File: config.mk
export PLATFORM = sky130hd
export DESIGN_NAME = mdcf_framer
export DESIGN_NICKNAME = d
export VERILOG_FILES = /design/src/mdcf_pkg.sv /design/src/mdcf_framer.sv /design/src/mdcf_lrc.sv /design/src/mdcf_param_ram.sv
export SDC_FILE = /design/constraint.sdc
export NUM_CORES = 2
export LEC_CHECK = 0
export BUFFER_PORTS_ARGS = -buffer_cell sky130_fd_sc_hd__buf_2
export CORE_MARGIN = 8
export CORE_UTILIZATION = 45
export CTS_CLUSTER_DIAMETER = 80
export DETAILED_ROUTE_END_ITERATION = 7
export PLACE_DENSITY = 0.69
export SLEW_MARGIN = 30
export SYNTH_ARGS = -nofsm -noshare
export SYNTH_HDL_FRONTEND = slang
export SYNTH_SLANG_ARGS = --single-unit
File: constraint.sdc
create_clock -name clk_sys -period 4.2 [get_ports clk_sys]
set_input_delay 0 -clock clk_sys [delete_from_list [all_inputs] [get_ports clk_sys]]
set_output_delay 0 -clock clk_sys [all_outputs]
set_load 0.1 [all_outputs]
File: src/mdcf_pkg.sv
// Shared constants, carrier types and character helpers for the framer.
// Assumes byte-wide ASCII characters and a single system clock.
package mdcf_pkg;

  // Control and framing characters
  localparam logic [7:0] CH_SPACE = 8'h20;
  localparam logic [7:0] CH_QUERY = 8'h3f;
  localparam logic [7:0] CH_AT    = 8'h40;
  localparam logic [7:0] CH_STX   = 8'h02;
  localparam logic [7:0] CH_ETX   = 8'h03;
  localparam logic [7:0] CH_ETB   = 8'h17;
  localparam logic [7:0] CH_ACK   = 8'h06;
  localparam logic [7:0] CH_NAK   = 8'h15;
  localparam logic [7:0] CH_OK    = 8'h23;
  localparam logic [7:0] CH_FAIL  = 8'h21;
  localparam logic [7:0] CH_ZERO  = 8'h30;

  // Checksum seed
  localparam logic [7:0] LRC_INIT = 8'hff;

  // Block sizing
  localparam logic [8:0] MSG_MAX_CHARS = 9'h0ff;  // 255 per block
  localparam logic [8:0] BLK1_PARAMS   = 9'h0fd;  // 253 params in block 1
  localparam int         PARAM_DEPTH   = 510;
  localparam logic [8:0] FAIL_LEN      = 9'h004;  // '!' plus 3 code chars
  localparam logic [8:0] OK_LEN        = 9'h001;
  localparam logic [8:0] HDR_LEN       = 9'h007;  // @ F F STX d d d

  // Command handed to the unit after the final block is acknowledged
  typedef struct packed {
    logic       isQuery;
    logic [7:0] fnCode;
    logic [8:0] paramLen;
  } mdcf_cmd_t;

  // Outcome handed back by the unit
  typedef struct packed {
    logic        ok;
    logic [23:0] errCode;
    logic [8:0]  replyLen;
  } mdcf_resp_t;

  // Upper-case ASCII hex digit for a nibble
  function automatic logic [7:0] hexToAscii(input logic [3:0] n);
    hexToAscii = (n < 4'ha) ? (8'h30 + {4'h0, n}) : (8'h37 + {4'h0, n});
  endfunction

  // True for 0-9, A-F, a-f
  function automatic logic isHexChar(input logic [7:0] c);
    isHexChar = (c >= 8'h30 && c <= 8'h39) || (c >= 8'h41 && c <= 8'h46) ||
                (c >= 8'h61 && c <= 8'h66);
  endfunction

endpackage

File: src/mdcf_framer.sv
// Multi-drop command framer: parses host blocks, answers ACK/NAK, hands
// the command to the pump_interface_unit and frames its response.
// Assumes a half-duplex byte link: rx bytes arrive as one-cycle strobes
// synchronous to clk_sys, tx bytes leave on a valid/ready handshake.
// Operation
// - Control message: space, function code, parameters
// - Query message: question mark, function code, parameters
// - Parameters are ASCII hex digits, 16-bit signed
// - Type and function only in first block
// - Success reply: address, STX, 001, '#', ETX, checksum
// - Failure reply: '!' plus three-character error code
// - Execute only after ACK of final block
// - Single block: '@', address, STX, 001, message
// - Two blocks split after 253rd parameter
// - Long query reply: block one, wait ACK, two
// - Checksum seeded FF, XOR of STX through end
// - Address 1 to 127 as two hex digits
// - ETB ends non-final blocks, ETX the final one
`timescale 1ns/1ps
module mdcf_framer #(
  parameter int DEPTH = mdcf_pkg::PARAM_DEPTH
) (
  input  wire logic                clk_sys,
  input  wire logic                arst_n,
  input  wire logic [6:0]          myAddr,
  input  wire logic                rxValid,
  input  wire logic [7:0]          rxData,
  output logic                     txValid,
  input  wire logic                txReady,
  output logic      [7:0]          txData,
  output logic                     cmdValid,
  output mdcf_pkg::mdcf_cmd_t      cmd,
  input  wire logic                respValid,
  input  wire mdcf_pkg::mdcf_resp_t resp,
  output logic      [8:0]          replyIdx,
  input  wire logic [7:0]          replyChar,
  input  wire logic [8:0]          paramRdIdx,
  output logic      [7:0]          paramRdData
);

  typedef enum logic [3:0] {
    S_IDLE, S_ADDRH, S_ADDRL, S_STX, S_BLK0, S_BLK1, S_BLK2, S_BODY,
    S_LRC, S_REPLY, S_EXEC, S_RSP, S_HOSTACK
  } mdcf_state_t;

  mdcf_state_t          stateQ, stateD;
  logic [8:0]           seqQ, seqD, idxQ, idxD, paramCntQ, paramCntD;
  logic [8:0]           payLenQ, payLenD, chIdx, pIdx, termIdx;
  logic [1:0]           blkExpQ, blkExpD, blkRxQ, blkRxD, blkTxQ, blkTxD;
  logic                 bodyErrQ, bodyErrD, isQueryQ, isQueryD;
  logic                 endEtxQ, endEtxD, addrOkQ, addrOkD;
  logic                 replyAckQ, replyAckD, issuedQ, issuedD;
  logic                 txValidQ, txValidD;
  logic [7:0]           txDataQ, txDataD, fnCodeQ, fnCodeD, charAt;
  mdcf_pkg::mdcf_resp_t respQ, respD;
  logic                 lrcClr, lrcEn, ramWe, multi;
  logic [7:0]           lrcIn, lrcQ, addrHi, addrLo;

  // Own address as it appears on the wire
  assign addrHi = mdcf_pkg::hexToAscii({1'b0, myAddr[6:4]});
  assign addrLo = mdcf_pkg::hexToAscii(myAddr[3:0]);

  mdcf_lrc u_lrc (
    .clk_sys (clk_sys),
    .arst_n  (arst_n),
    .clr     (lrcClr),
    .en      (lrcEn),
    .din     (lrcIn),
    .lrc_q   (lrcQ)
  );

  mdcf_param_ram #(.DEPTH(DEPTH)) u_ram (
    .clk_sys  (clk_sys),
    .arst_n   (arst_n),
    .wrEn     (ramWe),
    .wrIdx    (paramCntQ),
    .wrData   (rxData),
    .rdIdx    (paramRdIdx),
    .rdData_q (paramRdData)
  );

  // Payload length of a response block
  function automatic logic [8:0] payLen(input mdcf_pkg::mdcf_resp_t r,
                                        input logic q, input logic blk2);
    if (!r.ok) payLen = mdcf_pkg::FAIL_LEN;
    else if (!q) payLen = mdcf_pkg::OK_LEN;
    else if (blk2) payLen = r.replyLen - mdcf_pkg::BLK1_PARAMS;
    else if (r.replyLen > mdcf_pkg::BLK1_PARAMS) payLen = 9'h0ff;
    else payLen = r.replyLen + 9'h002;
  endfunction

  // Reply split only for a successful query longer than block one
  assign multi = respQ.ok && isQueryQ && respQ.replyLen > mdcf_pkg::BLK1_PARAMS;
  assign termIdx = mdcf_pkg::HDR_LEN + payLenQ;
  assign pIdx = chIdx - mdcf_pkg::HDR_LEN;

  // Character of the response block at position chIdx
  always_comb begin
    replyIdx = 9'h000;
    charAt = mdcf_pkg::CH_ZERO;
    if (chIdx == 9'h000) charAt = mdcf_pkg::CH_AT;
    else if (chIdx == 9'h001) charAt = addrHi;
    else if (chIdx == 9'h002) charAt = addrLo;
    else if (chIdx == 9'h003) charAt = mdcf_pkg::CH_STX;
    else if (chIdx == 9'h006) charAt = mdcf_pkg::CH_ZERO + {6'h00, blkTxQ};
    else if (chIdx < 9'h007) charAt = mdcf_pkg::CH_ZERO;
    else if (chIdx == termIdx) begin
      charAt = (multi && blkTxQ == 2'h1) ? mdcf_pkg::CH_ETB
                                         : mdcf_pkg::CH_ETX;
    end else if (chIdx > termIdx) begin
      charAt = lrcQ ^ txDataQ;
    end else if (!respQ.ok) begin
      unique case (pIdx[1:0])
        2'h0: charAt = mdcf_pkg::CH_FAIL;
        2'h1: charAt = respQ.errCode[23:16];
        2'h2: charAt = respQ.errCode[15:8];
        default: charAt = respQ.errCode[7:0];
      endcase
    end else if (!isQueryQ) begin
      charAt = mdcf_pkg::CH_OK;
    end else if (blkTxQ == 2'h2) begin
      replyIdx = pIdx + mdcf_pkg::BLK1_PARAMS;
      charAt = replyChar;
    end else if (pIdx == 9'h000) begin
      charAt = mdcf_pkg::CH_SPACE;
    end else if (pIdx == 9'h001) begin
      charAt = fnCodeQ;
    end else begin
      replyIdx = pIdx - 9'h002;
      charAt = replyChar;
    end
  end

  // Main sequencer: receive, acknowledge, execute, respond
  always_comb begin
    stateD = stateQ;  seqD = seqQ;  idxD = idxQ;  paramCntD = paramCntQ;
    payLenD = payLenQ;  blkExpD = blkExpQ;  blkRxD = blkRxQ;
    blkTxD = blkTxQ;  bodyErrD = bodyErrQ;  isQueryD = isQueryQ;
    endEtxD = endEtxQ;  addrOkD = addrOkQ;  replyAckD = replyAckQ;
    issuedD = issuedQ;  txValidD = txValidQ;  txDataD = txDataQ;
    fnCodeD = fnCodeQ;  respD = respQ;
    lrcClr = 1'b0;  lrcEn = 1'b0;  lrcIn = rxData;  ramWe = 1'b0;
    chIdx = seqQ + 9'h001;
    unique case (stateQ)
      S_IDLE: if (rxValid && rxData == mdcf_pkg::CH_AT) begin
        stateD = S_ADDRH;
        lrcClr = 1'b1;
      end
      S_ADDRH: if (rxValid) begin
        addrOkD = rxData == addrHi && myAddr != 7'h00;
        stateD = S_ADDRL;
      end
      S_ADDRL: if (rxValid) begin
        addrOkD = addrOkQ && rxData == addrLo;
        stateD = S_STX;
      end
      S_STX: if (rxValid) begin
        lrcEn = 1'b1;
        bodyErrD = rxData != mdcf_pkg::CH_STX;
        stateD = S_BLK0;
      end
      S_BLK0, S_BLK1: if (rxValid) begin
        lrcEn = 1'b1;
        if (rxData != mdcf_pkg::CH_ZERO) bodyErrD = 1'b1;
        stateD = (stateQ == S_BLK0) ? S_BLK1 : S_BLK2;
      end
      S_BLK2: if (rxValid) begin
        lrcEn = 1'b1;
        blkRxD = rxData[1:0];
        idxD = 9'h000;
        // A fresh block 001 always restarts the message
        if (rxData == mdcf_pkg::CH_ZERO + 8'h01) paramCntD = 9'h000;
        else if (rxData == mdcf_pkg::CH_ZERO + 8'h02 && blkExpQ == 2'h2)
          paramCntD = mdcf_pkg::BLK1_PARAMS;
        else bodyErrD = 1'b1;
        stateD = S_BODY;
      end
      S_BODY: if (rxValid) begin
        lrcEn = 1'b1;
        idxD = idxQ + 9'h001;
        if (rxData == mdcf_pkg::CH_ETX || rxData == mdcf_pkg::CH_ETB) begin
          endEtxD = rxData == mdcf_pkg::CH_ETX;
          stateD = S_LRC;
          // ETB only closes a full block 001
          if (rxData == mdcf_pkg::CH_ETB && (blkRxQ != 2'h1 ||
              paramCntQ != mdcf_pkg::BLK1_PARAMS)) bodyErrD = 1'b1;
          if (blkRxQ == 2'h1 && idxQ < 9'h002) bodyErrD = 1'b1;
        end else if (idxQ >= mdcf_pkg::MSG_MAX_CHARS) begin
          bodyErrD = 1'b1;
        end else if (blkRxQ == 2'h1 && idxQ == 9'h000) begin
          isQueryD = rxData == mdcf_pkg::CH_QUERY;
          if (rxData != mdcf_pkg::CH_QUERY && rxData != mdcf_pkg::CH_SPACE)
            bodyErrD = 1'b1;
        end else if (blkRxQ == 2'h1 && idxQ == 9'h001) begin
          fnCodeD = rxData;
        end else if (!mdcf_pkg::isHexChar(rxData) ||
                     32'(paramCntQ) >= DEPTH) begin
          bodyErrD = 1'b1;
        end else begin
          ramWe = 1'b1;
          paramCntD = paramCntQ + 9'h001;
        end
      end
      S_LRC: if (rxValid) begin
        if (!addrOkQ) begin
          stateD = S_IDLE;  // Another drop's frame: stay silent
        end else begin
          replyAckD = rxData == lrcQ && !bodyErrQ;
          txValidD = 1'b1;
          txDataD = (rxData == lrcQ && !bodyErrQ) ? mdcf_pkg::CH_ACK
                                                  : mdcf_pkg::CH_NAK;
          seqD = 9'h000;
          stateD = S_REPLY;
        end
      end
      S_REPLY: if (txReady) begin
        if (seqQ == 9'h002) begin
          txValidD = 1'b0;
          if (replyAckQ && endEtxQ) begin
            blkExpD = 2'h1;
            issuedD = 1'b0;
            stateD = S_EXEC;
          end else begin
            if (replyAckQ) blkExpD = 2'h2;
            stateD = S_IDLE;
          end
        end else begin
          seqD = seqQ + 9'h001;
          txDataD = (seqQ == 9'h000) ? addrHi : addrLo;
        end
      end
      S_EXEC: begin
        issuedD = 1'b1;
        if (respValid && issuedQ) begin
          respD = resp;
          blkTxD = 2'h1;
          payLenD = payLen(resp, isQueryQ, 1'b0);
          seqD = 9'h000;
          txValidD = 1'b1;
          txDataD = mdcf_pkg::CH_AT;
          lrcClr = 1'b1;
          stateD = S_RSP;
        end
      end
      S_RSP: if (txReady) begin
        lrcIn = txDataQ;
        lrcEn = seqQ >= 9'h003 && seqQ <= termIdx;
        if (seqQ > termIdx) begin
          txValidD = 1'b0;
          stateD = S_HOSTACK;
        end else begin
          seqD = seqQ + 9'h001;
          txDataD = charAt;
        end
      end
      S_HOSTACK: if (rxValid) begin
        // Trailing address characters fall into S_IDLE or S_RSP and are ignored
        if (rxData == mdcf_pkg::CH_ACK && !(multi && blkTxQ == 2'h1)) begin
          stateD = S_IDLE;
        end else if (rxData == mdcf_pkg::CH_ACK ||
                     rxData == mdcf_pkg::CH_NAK) begin
          if (rxData == mdcf_pkg::CH_ACK) blkTxD = 2'h2;
          payLenD = payLen(respQ, isQueryQ,
                           rxData == mdcf_pkg::CH_ACK || blkTxQ == 2'h2);
          seqD = 9'h000;
          txValidD = 1'b1;
          txDataD = mdcf_pkg::CH_AT;
          lrcClr = 1'b1;
          stateD = S_RSP;
        end
      end
    endcase
  end

  always_ff @(posedge clk_sys or negedge arst_n) begin
    if (!arst_n) begin
      stateQ <= S_IDLE;  seqQ <= 9'h000;  idxQ <= 9'h000;
      paramCntQ <= 9'h000;  payLenQ <= 9'h000;  blkExpQ <= 2'h1;
      blkRxQ <= 2'h0;  blkTxQ <= 2'h1;  bodyErrQ <= 1'b0;
      isQueryQ <= 1'b0;  endEtxQ <= 1'b0;  addrOkQ <= 1'b0;
      replyAckQ <= 1'b0;  issuedQ <= 1'b0;  txValidQ <= 1'b0;
      txDataQ <= 8'h00;  fnCodeQ <= 8'h00;  respQ <= '0;
    end else begin
      stateQ <= stateD;  seqQ <= seqD;  idxQ <= idxD;
      paramCntQ <= paramCntD;  payLenQ <= payLenD;  blkExpQ <= blkExpD;
      blkRxQ <= blkRxD;  blkTxQ <= blkTxD;  bodyErrQ <= bodyErrD;
      isQueryQ <= isQueryD;  endEtxQ <= endEtxD;  addrOkQ <= addrOkD;
      replyAckQ <= replyAckD;  issuedQ <= issuedD;  txValidQ <= txValidD;
      txDataQ <= txDataD;  fnCodeQ <= fnCodeD;  respQ <= respD;
    end
  end

  // Outputs; cmdValid is a one-cycle pulse on entry to execution
  assign txValid = txValidQ;
  assign txData = txDataQ;
  assign cmdValid = stateQ == S_EXEC && !issuedQ;
  assign cmd = '{isQuery: isQueryQ, fnCode: fnCodeQ, paramLen: paramCntQ};
endmodule

File: src/mdcf_lrc.sv
// Running XOR checksum for one block, seeded on clear.
// Assumes the caller never asserts clear and enable together.
`timescale 1ns/1ps
module mdcf_lrc (
  input  wire logic       clk_sys,
  input  wire logic       arst_n,
  input  wire logic       clr,
  input  wire logic       en,
  input  wire logic [7:0] din,
  output logic      [7:0] lrc_q
);

  logic [7:0] lrc_d;

  // Seed or fold in one byte
  always_comb begin
    lrc_d = lrc_q;
    if (clr) begin
      lrc_d = mdcf_pkg::LRC_INIT;
    end else if (en) begin
      lrc_d = lrc_q ^ din;
    end
  end

  always_ff @(posedge clk_sys or negedge arst_n) begin
    if (!arst_n) begin
      lrc_q <= mdcf_pkg::LRC_INIT;
    end else begin
      lrc_q <= lrc_d;
    end
  end

endmodule

File: src/mdcf_param_ram.sv
// Parameter store: one write port from the receiver, one registered read.
// Assumes indices stay below DEPTH; the writer guards this.
`timescale 1ns/1ps
module mdcf_param_ram #(
  parameter int DEPTH = mdcf_pkg::PARAM_DEPTH
) (
  input  wire logic       clk_sys,
  input  wire logic       arst_n,
  input  wire logic       wrEn,
  input  wire logic [8:0] wrIdx,
  input  wire logic [7:0] wrData,
  input  wire logic [8:0] rdIdx,
  output logic      [7:0] rdData_q
);

  logic [7:0] mem [DEPTH];
  logic [7:0] rdData_d;

  // Out-of-range reads return zero rather than garbage
  always_comb begin
    rdData_d = 8'h00;
    if (32'(rdIdx) < DEPTH) begin
      rdData_d = mem[rdIdx];
    end
  end

  // Storage has no reset; contents are only read after being written
  always_ff @(posedge clk_sys) begin
    if (wrEn) begin
      mem[wrIdx] <= wrData;
    end
  end

  always_ff @(posedge clk_sys or negedge arst_n) begin
    if (!arst_n) begin
      rdData_q <= 8'h00;
    end else begin
      rdData_q <= rdData_d;
    end
  end

endmodule

-- After elaboration in Yosys (flattened, before gate mapping)
Memory sizes are Yosys's and may differ from the RTL's.
Index checks and enable logic that the tools add are counted.
- memories: 1
- RAM bits: 4080
- register bits after elaboration: 119
- input bits: 71
- output and inout bits: 45
- magnitude comparators: 19
- bitwise logic cells: 5
- eq/ne operators: 79
- reduce and logical (&&, ||, !) cells: 66
- add/subtract/negate cells: 15
- mux-type cells: 165
- memories (name ; depth ; width ; rd ports ; clocked after Yosys merged registers in ; write ports ; RTL line ; RTL):
    u_ram.mem ; 510 ; 8 ; 1 ; 0 ; 1 ; mdcf_param_ram.sv:16 ; logic [7:0] mem [DEPTH];
- operators by type and width (kind ; number):
    two-way mux 9 bit ; 45
    two-way mux 8 bit ; 28
    two-way mux 4 bit ; 19
    inequality test 2 bit, second input constant ; 30
    case mux 9 bit (2 select lines) ; 3
    case mux 4 bit (12 select lines) ; 1
    two-way mux 1 bit ; 46
    case mux 9 bit (5 select lines) ; 1
    case mux 8 bit (5 select lines) ; 1
    zero test 9 bit ; 4
    adder 9 x 1 -> 9 bit, second input constant ; 3
    == test 9 x 1 -> 1 bit, second input constant ; 3
    == test 9 x 2 -> 1 bit, second input constant ; 3
    == test 8 x 6 -> 1 bit, second input constant ; 3
    inequality test 8 x 6 -> 1 bit, second input constant ; 3
    case mux 8 bit (3 select lines) ; 1
    AND reduction 11 bit ; 2
    logical AND 1 bit ; 21
    two-way mux 7 bit ; 3
    == test 4 bit, second input constant ; 5
    adder 9 x 2 -> 9 bit, second input constant ; 2
    greater-than comparator 9 x 8 -> 1 bit, second input constant ; 2
    greater-than comparator 9 bit ; 2
    == test 4 x 3 -> 1 bit, second input constant ; 4
    other kinds (66) ; 114

-- Logic depth before layout (Yosys ltp)
- word-level depth: 19
- gate-level depth with buffers: 16

-- Modules after synthesis
From an unflattened synthesis, not the netlist that was laid out.
- cells, all modules: 8800
- area total of the unflattened synthesis: 168118.7 µm²
- modules (own cells, without submodules) (module ; times used ; area an instance (µm²) ; cells an instance):
    mdcf_param_ram ; 1 ; 158983.7 ; 7723
    mdcf_framer ; 1 ; 8752.1 ; 1044
    mdcf_lrc ; 1 ; 382.9 ; 33

-- Least setup slack after synthesis
No wires, ideal clock.
- path kind: register to output
- start point: reg seqQ[1]
- end point: out replyIdx[3]
- buffers on the path: 2
- stages on the path, launching flop included: 15
- arrival time: 4965 ps
- required time: 4200 ps
- slack: -765 ps
- cell sequence: dfrtp_1 > ha_1 > buf_2 > nand3_1 > nor2_1 > xnor2_1 > inv_1 > ha_1 > nand3_1 > a21oi_1 > a221o_1 > clkbuf_1 > nor2_1 > nand2_1 > nor3_1
- cells in the longest elaborated chain, start to end: 16
- ends and longest elaborated chain (what ; RTL line ; RTL):
    start: declaration ; mdcf_framer.sv:47 ; logic [8:0] seqQ, seqD, idxQ, idxD, paramCntQ, paramCntD;
    start signal: assignment ; mdcf_framer.sv:284 ; stateQ <= stateD; seqQ <= seqD; idxQ <= idxD;
    adder 9 x 1 -> 9 bit (*) ; mdcf_framer.sv:143 ; chIdx = seqQ + 9'h001;
    subtractor 9 x 3 -> 9 bit ; mdcf_framer.sv:95 ; assign pIdx = chIdx - mdcf_pkg::HDR_LEN;
    subtractor 9 x 2 -> 9 bit / == test 9 x 1 -> 1 bit (equally long branches) ; mdcf_framer.sv:129, mdcf_framer.sv:126 ;
    two-way mux 9 bit ; mdcf_framer.sv:126 ; end else if (pIdx == 9'h001) begin
    two-way mux 9 bit ; mdcf_framer.sv:124 ; end else if (pIdx == 9'h000) begin
    two-way mux 9 bit ; mdcf_framer.sv:121 ; end else if (blkTxQ == 2'h2) begin
    two-way mux 9 bit ; mdcf_framer.sv:119 ; end else if (!isQueryQ) begin
    two-way mux 9 bit ; mdcf_framer.sv:112 ; end else if (!respQ.ok) begin
    two-way mux 9 bit ; mdcf_framer.sv:110 ; end else if (chIdx > termIdx) begin
    two-way mux 9 bit ; mdcf_framer.sv:107 ; else if (chIdx == termIdx) begin
    two-way mux 9 bit ; mdcf_framer.sv:106 ; else if (chIdx < 9'h007) charAt = mdcf_pkg::CH_ZERO;
    two-way mux 9 bit ; mdcf_framer.sv:105 ; else if (chIdx == 9'h006) charAt = mdcf_pkg::CH_ZERO + {6'h00, blkTxQ};
    two-way mux 9 bit ; mdcf_framer.sv:104 ; else if (chIdx == 9'h003) charAt = mdcf_pkg::CH_STX;
    two-way mux 9 bit ; mdcf_framer.sv:103 ; else if (chIdx == 9'h002) charAt = addrLo;
    two-way mux 9 bit ; mdcf_framer.sv:102 ; else if (chIdx == 9'h001) charAt = addrHi;
    two-way mux 9 bit (*) ; mdcf_framer.sv:101 ; if (chIdx == 9'h000) charAt = mdcf_pkg::CH_AT;
    end: declaration ; mdcf_framer.sv:35 ; output logic [8:0] replyIdx,
Every way passes the cells marked *; elsewhere a longest branch is shown, timed or not.

-- Worst setup path after layout
- start point: reg idxQ[0]
- end point: mem u_ram.mem[268][5], enable pin
- cells in the longest elaborated chain, start to end: 10
- ends and longest elaborated chain (what ; RTL line ; RTL):
    start: declaration ; mdcf_framer.sv:47 ;
    start signal: assignment ; mdcf_framer.sv:284 ;
    branches (longest 4 deep; another with >= comparator 9 x 8 -> 1 bit) ; -- ;
    two-way mux 1 bit (*) ; mdcf_framer.sv:188 ; end else if (idxQ >= mdcf_pkg::MSG_MAX_CHARS) begin
    two-way mux 1 bit (*) ; mdcf_framer.sv:181 ; if (rxData == mdcf_pkg::CH_ETX || rxData == mdcf_pkg::CH_ETB) begin
    two-way mux 1 bit (*) ; mdcf_framer.sv:178 ; S_BODY: if (rxValid) begin
    two-way mux 1 bit (*) ; mdcf_framer.sv:144 ; unique case (stateQ)
    two-way mux 1 bit (*) ; mdcf_param_ram.sv:29 ; if (wrEn) begin
    two-way mux 1 bit (not written as such) (*) ; mdcf_param_ram.sv:30 ; mem[wrIdx] <= wrData;
    end: declaration ; mdcf_param_ram.sv:16 ;
Every way passes the cells marked *.

==> summary.md <==
| Metric | Value |
|---|---|
| Status | finished clean |
| CTS H-tree depth | 5 |
| Via count | 90800 |
| Util after Layout | 52.2% |
| Reg-to-reg critical path endpoint | u_ram.mem[268][5] |
| Critical path data arrival time | 4.70 ns |
| Clk pwr share | 38.9% |
| Slowest-stage cell, CP | nor2_1 |
| Hold Slack | 0.0466 ns |
| Port buffer count | 115 |
| Total wire length | 472000 um |
| Slowest stage delay, CP | 0.75 ns |
| Top-area cell type share of the netlist area | 73.2% |
| Share of async-settable or async-resettable flops after synthesis | 2.83% |
| Placed Instances | 13600 |
| RD Place Congestion | 0.899 |
| Crit-path leading delay family | simple AND/OR/NAND/NOR gates |
| CTS buffer count | 407 |
| Ys Warns | 0 |
| Pwr Total | 0.0919 W |
| Tot GR Track Use | 23.5% |
| Comb power frac | 10.1% |
| Placed wire-length estimate | 296000 um |
| Initial DRC Count | 13600 |
| Leakage power | 62.1 nW |
| Initial antenna violation count | 32 |
| Drt wl/cell | 32.5 um |
| Core area | 371000 um^2 |
| Die width | 626 um |
| Clk buf depth | 4 |
| Grt total ovfl | 0 |
| Worst-Skew Late Latency | 1.00 ns |
| Yosys cell types | 89 |
| Reg-to-reg startpoint | idxQ[0] |
| Switch Pwr | 0.0222 W |
| Power per Cell Area | 474 nW/um^2 |
| Drt via density | 6.25 |
| Fillers | 28300 |
| Fraction of layout cells with a size suffix above 1 | 28.4% |
| Syn Nets | 8346 |
| Critical path origin | idxQ[0] |
| Final worst path period share | 99.1% |
| Top post-synthesis cells by area | edfxtp_1 (73%), mux4_2 (14%), dfrtp_1 (1.6%) |
| End of the critical path | u_ram.mem[268][5] |
| Syn_area_per_cell | 20.3 um^2 |
| Sequential-to-total area share from yosys stat | 74.9% |
| Required @ worst endpoint | 4.74 ns |
| TritonRoute pass-1 iters | 6 |
| Reg2Reg Depth | 9 |
| Dominant synthesized flop cell | edfxtp_1 |
| Area growth, synth to finish | 15.7% |
| Critical path class | reg2reg |
| Switching share of power | 24.2% |
| Final setup fails | 0 |
| Biggest area consumer among synthesized cells | edfxtp_1 |
| Cell Area, Synth | 167000 um^2 |
| DRC viols | 0 |
| RSZ-0062 raised after global routing | false |
| Final hold vios | 0 |
| Total number of placement rows | 224 |
| Non-Filler Instances | 14500 |
| Final Skew | 0.0869 ns |
| Setup ws final | 0.0380 ns |
| IR Drop Worst-Case VDD | 0.000566 V |
| Most common cell after layout, fill and taps aside | edfxtp_1 |
| Die Ht | 626 um |
| P_int | 0.0696 W |
| Nets | 9316 |
| Fmax | 0.240 GHz |
| Number of max-cap violations | 0 |
| Crit path time final | 4.16 ns |
| EDFF count, synth | 4080 |
| Critical path fanouts, max | 11 |
| Vias in the first global route | 90400 |
| Synth Instances | 8233 |
| Worst Tran Pin Value | 1.16 ns |
| Starting Density | 45.1% |
| Clock Sinks | 4199 |
| Sequential power share | 51.0% |
| Io pins | 116 |
| R2R setup slack | 0.04 ns |
| Post-synthesis register bit count | 4199 |
| Pre-CTS setup slack | 0.229 ns |
| Worst path bufs/invs | 1 |
| Clock Pin Slew Worst Setup and Hold Paths | 0.07 ns |
| Crit. End Element | flop |
| Slew Limit Fails | 0 |
| Most frequent cells in the layout | edfxtp_1 (4080), mux4_2 (1074), buf_4 (690), nor2_1 (644), clkbuf_16 (414) |
| CTS root buffer | clkbuf_16 |
| Routed Antenna Nets | 0 |
| Crit-path cells | ha_1 > and2_1 > ha_1 > a311o_1 > nor2b_1 > and3_2 > nand3_4 > buf_12 > nor2_1 |
| Worst path depth | 9 |
| Worst Hold Class | in2reg |
| Die area | 392000 um^2 |
| First-pass GRT wire length | 669000 um |
| Critical path launch point type | flop |
| Slew HR | 22.5% |
| Pin count of the biggest net entering global routing | 190 |
| CP dominant cell by count | ha_1 |
| CTS tree | built |
[cells in the mapped netlist, types with 25 or more instances]
cell type and n:
buf_2 123, o22ai_1 66, a21oi_1 156, a22oi_1 40
buf_4 65, xnor2_1 46, clkbuf_1 204, a31oi_1 34
nor2_1 658, mux4_2 1074, ha_1 42, inv_1 47
mux2i_1 259, o21ai_0 154, nor3_1 51, buf_6 64
nand3_1 105, o221ai_1 79, mux2_2 62, buf_1 32
a221oi_1 26, dfrtp_1 109, edfxtp_1 4080, nand2_1 272
and3_1 25
[layer usage]
layer | vias to the layer above | routed length (um) | track usage, %
met5 | - | 138 | 0
met4 | 20 | 21700 | 9.34
met3 | 1064 | 54600 | 5.74
met2 | 6055 | 220000 | 36.8
met1 | 47600 | 176000 | 32.0
li1 | 36100 | - | -
[cell families after synthesis]
kind of cell	synth area share [%]
simple gates	3.23
flops	74.9
mux	16.4
buf+inv	1.80
fa+ha+maj	0.314
xor+xnor	0.378
compound gates	2.92
[worst reg2reg max path, cell delays in order (launching register included)]
cell and delay (ns):
dfrtp_1 0.46, ha_1 0.29, and2_1 0.17, ha_1 0.19, a311o_1 0.37, nor2b_1 0.29, and3_2 0.39, nand3_4 0.43
buf_12 0.36, nor2_1 0.76
[worst min-delay path by stage]
stage                 startpoint                end  slack, ns  depth (start not counted)
finish                 rxData[4]  u_ram.mem[428][4]       0.05                          2
global route           rxData[4]  u_ram.mem[428][4]       0.03                          2
CTS                 replyChar[3]          txData[3]     0.0004                          5
detailed placement        arst_n           respQ[6]       0.18                          1
global placement          arst_n           respQ[4]       0.17                          1
floorplan                 arst_n            addrOkQ      -0.30                          0
[area by class of cell]
class,count,area (um^2),area share (%)
diodes,18,45.0,0.0232
clock buffers,493,10700,5.51
clock inverters,248,2230,1.15
inverters,52,223,0.115
multi-input cells,3487,39500,20.4
flip-flops and latches,4199,126000,64.8
well taps,4972,6220,3.21
repair buffers,1056,9380,4.84
[power groups by stage]
stage | Clock, W | Sequential (W) | Combinational [W]
finish | 0.0357 | 0.0469 | 0.00926
global route | 0.0376 | 0.0469 | 0.00968
CTS | 0.0360 | 0.0468 | 0.00899
detailed placement | 0 | 0.0477 | 0.00848
global placement | 0 | 0.0477 | 0.00838
floorplan | 0 | 0.0480 | 0.00440
[registers in the layout (all words and copies together) (netlist names), 9 cells and up]
| signal | count |
|---|---|
| idxQ | 9 |
| paramCntQ | 9 |
| payLenQ | 9 |
| respQ | 34 |
| seqQ | 9 |
| u_ram.mem | 4080 |
[through the flow]
stage / instance area [um^2] / TNS (ns)
after floorplan: 167000 / -0.342
after global placement: 179000 / 0
after detailed placement: 179000 / 0
after CTS: 193000 / 0
after global routing: 194000 / 0
final: 194000 / 0
[what timing repair did]
| action | CTS | global route |
|---|---|---|
| endpoints found under the setup margin | 9 | 12 |
| endpoints found under the hold margin | 1017 | 0 |
| pin swaps | 2 | 9 |
| gates resized for setup | 34 | 26 |
| setup buffers | 5 | 15 |
| hold buffers | 163 | 0 |
(Power assumes the default switching activity.)
